[config.mk]
export PLATFORM = sky130hd
export DESIGN_NAME = omks_selector
export DESIGN_NICKNAME = d
export VERILOG_FILES = /design/src/hw/omks_pkg.sv /design/src/hw/omks_selector.sv
export SDC_FILE = /design/constraint.sdc
export NUM_CORES = 1
export LEC_CHECK = 0
export BUFFER_PORTS_ARGS = -buffer_cell sky130_fd_sc_hd__buf_2
export CAP_MARGIN = 0
export CORE_MARGIN = 5
export CORE_UTILIZATION = 50
export CTS_BUF_LIST = sky130_fd_sc_hd__clkbuf_4
export DETAILED_ROUTE_END_ITERATION = 6
export PLACE_DENSITY = 0.63
export SYNTH_ARGS = -nofsm -noshare
export SYNTH_HDL_FRONTEND = slang
export SYNTH_SLANG_ARGS = --single-unit
[constraint.sdc]
create_clock -name clock -period 5.6 [get_ports clock]
set_input_delay 0.28 -clock clock [delete_from_list [all_inputs] [get_ports clock]]
set_output_delay 0.28 -clock clock [all_outputs]
set_load 0.02 [all_outputs]
[src/hw/omks_pkg.sv]
// Package with constants and types for the operating mode key selector.
package omks_pkg;

   // Clock rate and timing figures.
   localparam int CLK_MHZ          = 100;
   localparam int HOLD_MS          = 500;
   localparam int HOLD_CYCLES      = HOLD_MS * 1000 * CLK_MHZ;
   localparam int DEBOUNCE_US      = 10;
   localparam int DEBOUNCE_CYCLES  = DEBOUNCE_US * CLK_MHZ;
   localparam int BRIEF_MS         = 50;
   localparam int BRIEF_CYCLES     = BRIEF_MS * 1000 * CLK_MHZ;
   localparam int SLOW_HALF_MS     = 500;
   localparam int SLOW_HALF_CYCLES = SLOW_HALF_MS * 1000 * CLK_MHZ;
   localparam int FAST_HALF_MS     = 125;
   localparam int FAST_HALF_CYCLES = FAST_HALF_MS * 1000 * CLK_MHZ;
   localparam int CNT_W            = 32;

   // Key bit positions.
   localparam int KEY_RUN      = 0;
   localparam int KEY_STOP     = 1;
   localparam int KEY_MEMRESET = 2;
   localparam int NKEYS        = 3;

   // Selected controller mode, one-hot free binary code.
   typedef enum logic [1:0] {
      OMKS_MODE_STOP             = 2'h0,
      OMKS_MODE_RUN              = 2'h1,
      OMKS_MODE_MEMORY_RESET     = 2'h2
   } omks_mode_t;

   localparam omks_mode_t MODE_RESET = OMKS_MODE_STOP;

   // Actual controller state reported by the core.
   typedef struct packed {
      logic running;
      logic reset_request;
      logic reset_busy;
   } omks_core_t;

   // Status LED group.
   typedef struct packed {
      logic run_led;
      logic stop_led;
   } omks_status_t;

endpackage

[src/hw/omks_selector.sv]
// Operating mode key selector: key debounce, hold timing, authorization and LEDs.
//
// Overview of operation
// - Three modes: run, stop, memory reset.
// - Accepted press selects that key's mode.
// - Accept and light LED after 500 ms.
// - Key LEDs show selector setting only.
// - Keys work only while authorization bridged.
// - Authorization open: key LEDs off, keys ignored.
// - Status LEDs always show core state.
// - Run executes program; stop does not.
// - Stop halts core only, panel stays.
// - Requested reset: brief two-key press starts.
// - Stop LED slow on request, fast resetting.
`timescale 1ns/1ps
module omks_selector
   import omks_pkg::*;
#(
   parameter int HOLD_CNT  = HOLD_CYCLES,
   parameter int BRIEF_CNT = BRIEF_CYCLES,
   parameter int SLOW_CNT  = SLOW_HALF_CYCLES,
   parameter int FAST_CNT  = FAST_HALF_CYCLES
)(
   // Clock and reset.
   input  wire logic             clock,
   input  wire logic             nrst,
   // Front-panel keys and authorization, asynchronous pins.
   input  wire logic [NKEYS-1:0] key_pin,
   input  wire logic             authorization_input_first,
   input  wire logic             authorization_input_second,
   // Controller core report.
   input  wire omks_core_t       core_state,
   // Mode to core and panel outputs.
   output omks_mode_t            mode_sel,
   output logic                  core_exec_en,
   output logic                  memory_reset_mode,
   output logic [NKEYS-1:0]      key_led,
   output omks_status_t          status_led,
   output logic                  panel_active
);

   // Raw pins: keys, then both authorization pins, each synchronized on its own.
   wire [NKEYS+1:0] raw_in = {authorization_input_second, authorization_input_first, key_pin};

   logic [NKEYS+1:0] sync1_reg, sync2_reg;
   // The bridge is judged after synchronizing, so the two pins never race in one gate.
   wire [NKEYS:0] deb_in = {sync2_reg[NKEYS+1] & sync2_reg[NKEYS], sync2_reg[NKEYS-1:0]};
   wire [NKEYS:0] clean_w;
   logic [CNT_W-1:0] brief_reg, blink_reg;
   omks_mode_t mode_reg, mode_next;
   logic blink_reg_led;

   // two-stage synchronizer. The first stage is read only by the second.
   always_ff @(posedge clock or negedge nrst) begin
      if (!nrst) begin
         sync1_reg <= '0;
         sync2_reg <= '0;
      end else begin
         sync1_reg <= raw_in;
         sync2_reg <= sync1_reg;
      end
   end

   // debounce: a level is taken once it stayed stable for a while.
   generate
      for (genvar i = 0; i <= NKEYS; i++) begin : g_deb
         logic [CNT_W-1:0] db_reg;
         logic             level_reg;
         // Continuous chatter keeps the old level, so bounce never reaches the timers.
         always_ff @(posedge clock or negedge nrst) begin
            if (!nrst) begin
               db_reg    <= '0;
               level_reg <= 1'b0;
            end else if (deb_in[i] == level_reg) begin
               db_reg <= '0;
            end else if (db_reg >= CNT_W'(DEBOUNCE_CYCLES - 1)) begin
               db_reg    <= '0;
               level_reg <= deb_in[i];
            end else begin
               db_reg <= db_reg + 1'b1;
            end
         end
         assign clean_w[i] = level_reg;
      end
   endgenerate

   wire auth_ok = clean_w[NKEYS];
   wire [NKEYS-1:0] key_clean = clean_w[NKEYS-1:0];

   // hold timers; each key counts while held and saturates at the limit.
   logic [NKEYS-1:0] held_long;
   generate
      for (genvar k = 0; k < NKEYS; k++) begin : g_hold
         logic [CNT_W-1:0] hold_reg;
         always_ff @(posedge clock or negedge nrst) begin
            if (!nrst) begin
               hold_reg <= '0;
            end else if (!key_clean[k] || !auth_ok) begin
               hold_reg <= '0;
            end else if (hold_reg < CNT_W'(HOLD_CNT)) begin
               hold_reg <= hold_reg + 1'b1;
            end
         end
         assign held_long[k] = (hold_reg == CNT_W'(HOLD_CNT - 1));
      end
   endgenerate

   // brief two-key press: stop and memory reset keys together.
   wire both_keys = key_clean[KEY_STOP] & key_clean[KEY_MEMRESET] & auth_ok;
   // The count saturates, so one long two-key press fires the shortcut only once.
   always_ff @(posedge clock or negedge nrst) begin
      if (!nrst) begin
         brief_reg <= '0;
      end else if (!both_keys) begin
         brief_reg <= '0;
      end else if (brief_reg < CNT_W'(BRIEF_CNT)) begin
         brief_reg <= brief_reg + 1'b1;
      end
   end
   wire brief_hit = both_keys && (brief_reg == CNT_W'(BRIEF_CNT - 1))
                    && core_state.reset_request;

   // next mode from accepted press; memory reset wins over run and stop.
   always_comb begin
      mode_next = mode_reg;
      if (!auth_ok)
         mode_next = mode_reg;
      else if (brief_hit || held_long[KEY_MEMRESET])
         mode_next = OMKS_MODE_MEMORY_RESET;
      else if (held_long[KEY_STOP])
         mode_next = OMKS_MODE_STOP;
      else if (held_long[KEY_RUN])
         mode_next = OMKS_MODE_RUN;
   end

   // flash generator for the stop status LED.
   wire [CNT_W-1:0] half_cnt = core_state.reset_busy ? CNT_W'(FAST_CNT) : CNT_W'(SLOW_CNT);
   always_ff @(posedge clock or negedge nrst) begin
      if (!nrst) begin
         blink_reg     <= '0;
         blink_reg_led <= 1'b0;
      end else if (blink_reg >= half_cnt - 1'b1) begin
         blink_reg     <= '0;
         blink_reg_led <= ~blink_reg_led;
      end else begin
         blink_reg <= blink_reg + 1'b1;
      end
   end

   wire flashing = core_state.reset_busy | core_state.reset_request;
   wire stop_led_next = flashing ? blink_reg_led : ~core_state.running;

   // key LEDs follow the selector setting, dark when unauthorized.
   wire [NKEYS-1:0] key_led_next = !auth_ok ? '0 :
      {mode_next == OMKS_MODE_MEMORY_RESET, mode_next == OMKS_MODE_STOP,
       mode_next == OMKS_MODE_RUN};

   // Registered mode and all outputs.
   always_ff @(posedge clock or negedge nrst) begin
      if (!nrst) begin
         mode_reg          <= MODE_RESET;
         mode_sel          <= MODE_RESET;
         core_exec_en      <= 1'b0;
         memory_reset_mode <= 1'b0;
         key_led           <= '0;
         status_led        <= '0;
         panel_active      <= 1'b0;
      end else begin
         // only three modes are ever stored.
         mode_reg          <= mode_next;
         mode_sel          <= mode_next;
         // program runs only in run mode.
         core_exec_en      <= (mode_next == OMKS_MODE_RUN);
         memory_reset_mode <= (mode_next == OMKS_MODE_MEMORY_RESET);
         key_led           <= key_led_next;
         // status LEDs show the core, whatever the authorization.
         status_led        <= '{run_led: core_state.running, stop_led: stop_led_next};
         // the operator panel stays active in every mode.
         panel_active      <= 1'b1;
      end
   end
endmodule

==> qor.txt <==
Number of enable flip-flop cells after synthesis -> 0
Internal Pwr Total -> 3348 µW
Area growth syn-to-layout -> 13.97%
Dominant cell by count in the synthesized netlist -> dfrtp_1
# clock sinks -> 313
Slowest CP cell -> o211ai_1
CTS tree -> done
Reg2reg start -> blink_reg[0]
Hold endpoint -> sync1_reg[0]
Reg2Reg Setup Slack -> 2.89 ns
Crit Path Max Fanout -> 15
Share of cells above drive strength 1 -> 11.50%
HP Class -> primary input to flop
Met3 global-route usage -> 3.876%
Status -> completed
Port-buffer cells -> 19
Crit share post-route -> 48.45%
Die Wd -> 176.3 µm
Total global-route track usage -> 18.10%
Die ar. -> 31100 µm²
Switching power -> 1031 µW
TritonCTS buffer count -> 83
Layout Nets -> 1500
Combinational cell fraction of total power -> 2.5%
Average size of a mapped cell -> 10.59 µm²
IO Pins -> 20
Total number of vias -> 10.33k
Seq pwr share -> 53.3%
Final Hold Fails -> 0
Largest net degree at the start of global routing -> 137
Skew final -> 0.04925 ns
Antenna-violating nets left -> 0
Initial Utilization -> 51.05%
Register area share after synthesis -> 56.61%
CP arrival -> 3.29 ns
Power share of the clock group -> 44.2%
Worst Setup Start Kind -> flop
# rows -> 60
Final Util -> 58.19%
Reg2Reg Depth -> 7
Crit path time final -> 2.713 ns
Distinct cells, synth -> 65
Worst path max stage delay -> 0.91 ns
Syn Inst Count -> 1306
Clk buf depth -> 3
H-tree depth -> 3
Required time of the critical path -> 6.18 ns
Net Sw Frac -> 23.55%
Met1 GRT Util -> 25.51%
Max Clk Rate -> 0.3686 GHz
Gr busiest metal -> met2
Slew HR -> 24.54%
HPWL after DPL -> 17160 µm
Synth Flop Type -> dfrtp_1
Vias per std cell -> 5.428
Vias in the first global route -> 10.17k
Iter 0 DRT Violations -> 699
FF+latch count, synth -> 313
Crit path cell chain -> ha_1 > nand4_1 > o21ai_0 > a41oi_1 > o211ai_1 > buf_4 > nor2_1
Global placer's final weighted congestion -> 0.7931
Final setup fails -> 0
Initial antenna violation count -> 1
Clock Pin Slew Worst Setup and Hold Paths -> 0.06 ns
GR Overflow Total -> 0
Placeable Area -> 27100 µm²
Min-Delay Path Depth -> 2
Worst hold start -> key_pin[0]
# Max-Cap Violations -> 0
First drt pass iteration count -> 5
Met2 Resource Use GR -> 27.65%
Setup Buffers After CTS -> 0
Cell Pwr Density -> 277.7 nW/µm²
Worst-Skew Late Latency -> 0.70 ns
Reg-to-reg endpoint -> blink_reg[3]
Routed len/inst -> 14.23 µm
FILL cells -> 2405
Peak supply drop -> 0.1943 mV
CP Class -> flop to flop
Total Wirelength -> 27090 µm
Pleak -> 0.006880 µW
Synth Cell Area -> 13840 µm²
Largest cells by area after synthesis -> dfrtp_1 (57%), nor2_1 (3.5%), and3_1 (2.8%)
Async SR Flop Fraction -> 100.0%
Commonest cells post-synth -> dfrtp_1 (313), nor2_1 (129), nand2_1 (97)
Synth top area share -> 56.61%
Max FFs per register -> 128
DRC errors left -> 0
Worst-margin pin slew -> 1.127 ns
Warnings from Yosys -> 0
CP endpoint kind -> flop
Area leader, netlist -> dfrtp_1
First-pass GRT wire length -> 47840 µm
TNS Setup -> 0 ns
Die height -> 176.3 µm
Slew Viols, Final -> 0
Clock root cell -> clkbuf_4
RSZ-0062 raised after global routing -> no
## layout make-up
cell class / count / area (µm²) / share of cell area (%)
Tap cell: 372 / 465.4 / 2.952
Antenna cell: 1 / 2.502 / 0.01587
Clock inverter: 26 / 147.6 / 0.9363
Clock buffer: 117 / 878.3 / 5.570
Multi-Input combinational cell: 1022 / 6115 / 38.78
Sequential cell: 313 / 7833 / 49.67
Inverter: 18 / 67.56 / 0.4285
Timing Repair Buffer: 35 / 260.3 / 1.650
## layout by cell type, fill, tap and decap left out, drive strengths merged, types with 8 or more instances in the layout
cell | Yosys | layout
conb | 2 | 94
inv | 18 | 21
and4 | 19 | 19
nand4 | 59 | 59
nor2 | 129 | 129
nand2 | 97 | 97
a31oi | 11 | 11
clkinv | 0 | 19
a21oi | 60 | 60
or4 | 29 | 29
ha | 17 | 17
xor2 | 33 | 33
and2 | 27 | 27
dlygate4sd3 | 0 | 9
nor3 | 21 | 21
xnor2 | 33 | 33
o21ai | 37 | 37
nor4 | 44 | 44
buf | 9 | 26
nand3 | 65 | 65
o31ai | 20 | 20
or3 | 23 | 23
nand2b | 26 | 26
clkbuf | 36 | 117
mux2i | 19 | 19
dfrtp | 313 | 313
a211oi | 8 | 8
and3 | 62 | 62
## power groups by stage
stage / clock (µW) / sequential, µW / combinational, µW
detailed placement: 0 / 2370 / 109
global placement: 0 / 2370 / 108
floorplan: 0 / 2370 / 42.5
CTS: 2020 / 2330 / 114
global route: 2140 / 2340 / 132
finish: 1940 / 2330 / 111
## worst max-delay path: cells and delay by family, from the launching register on
kind,cells,cell delay (ns)
buffers and inverters,1,0.35
adders and majority gates,1,0.24
DFF,1,0.39
AOI/OAI and AO/OA,3,1.28
and+or+nand+nor,2,0.33
## metrics by stage
step                area, µm²  hold slack (ns)  instances  setup WS, ns  total power [µW]
floorplan               14180         -0.01559       1398         3.376              2412
global placement        14650           0.3363       1751         2.856              2480
detailed placement      14650           0.3347       1751         2.809              2484
CTS                     15770           0.1396       1903         2.794              4470
global route            15770           0.1850       1904         2.503              4613
finish                  15770           0.2324       1904         2.887              4379
## cells by family after synthesis
kind of cell / Yosys count / share of synthesized area [%]
xor+xnor: 66 / 4.178
mux: 22 / 1.619
buf+inv: 63 / 1.763
compound gates: 198 / 9.631
fa+ha+maj: 17 / 1.537
simple gates: 625 / 24.61
flops: 313 / 56.61
other cells: 2 / 0.05428
## repair_timing
action                                  in CTS  in global routing
gates resized for setup                      0                  0
endpoints found under the setup margin       0                  0
hold buffers                                 9                  0
endpoints found under the hold margin      141                  0
## routing by layer
metal | routed length (µm) | share of wire (%)
met2 | 12230 | 45
met3 | 1109 | 4.1
met5 | 0 | 0
met4 | 735 | 2.7
met1 | 13020 | 48
## worst max path at each step
stage                                        end                   start
after floorplan           g_hold[1].hold_reg[21]  g_hold[1].hold_reg[29]
after global placement             blink_reg[20]            blink_reg[0]
after detailed placement            blink_reg[3]            blink_reg[0]
after CTS                           blink_reg[3]            blink_reg[0]
after global routing                blink_reg[3]            blink_reg[0]
final                               blink_reg[3]            blink_reg[0]
No activity file was read; power rests on OpenSTA's default activity.
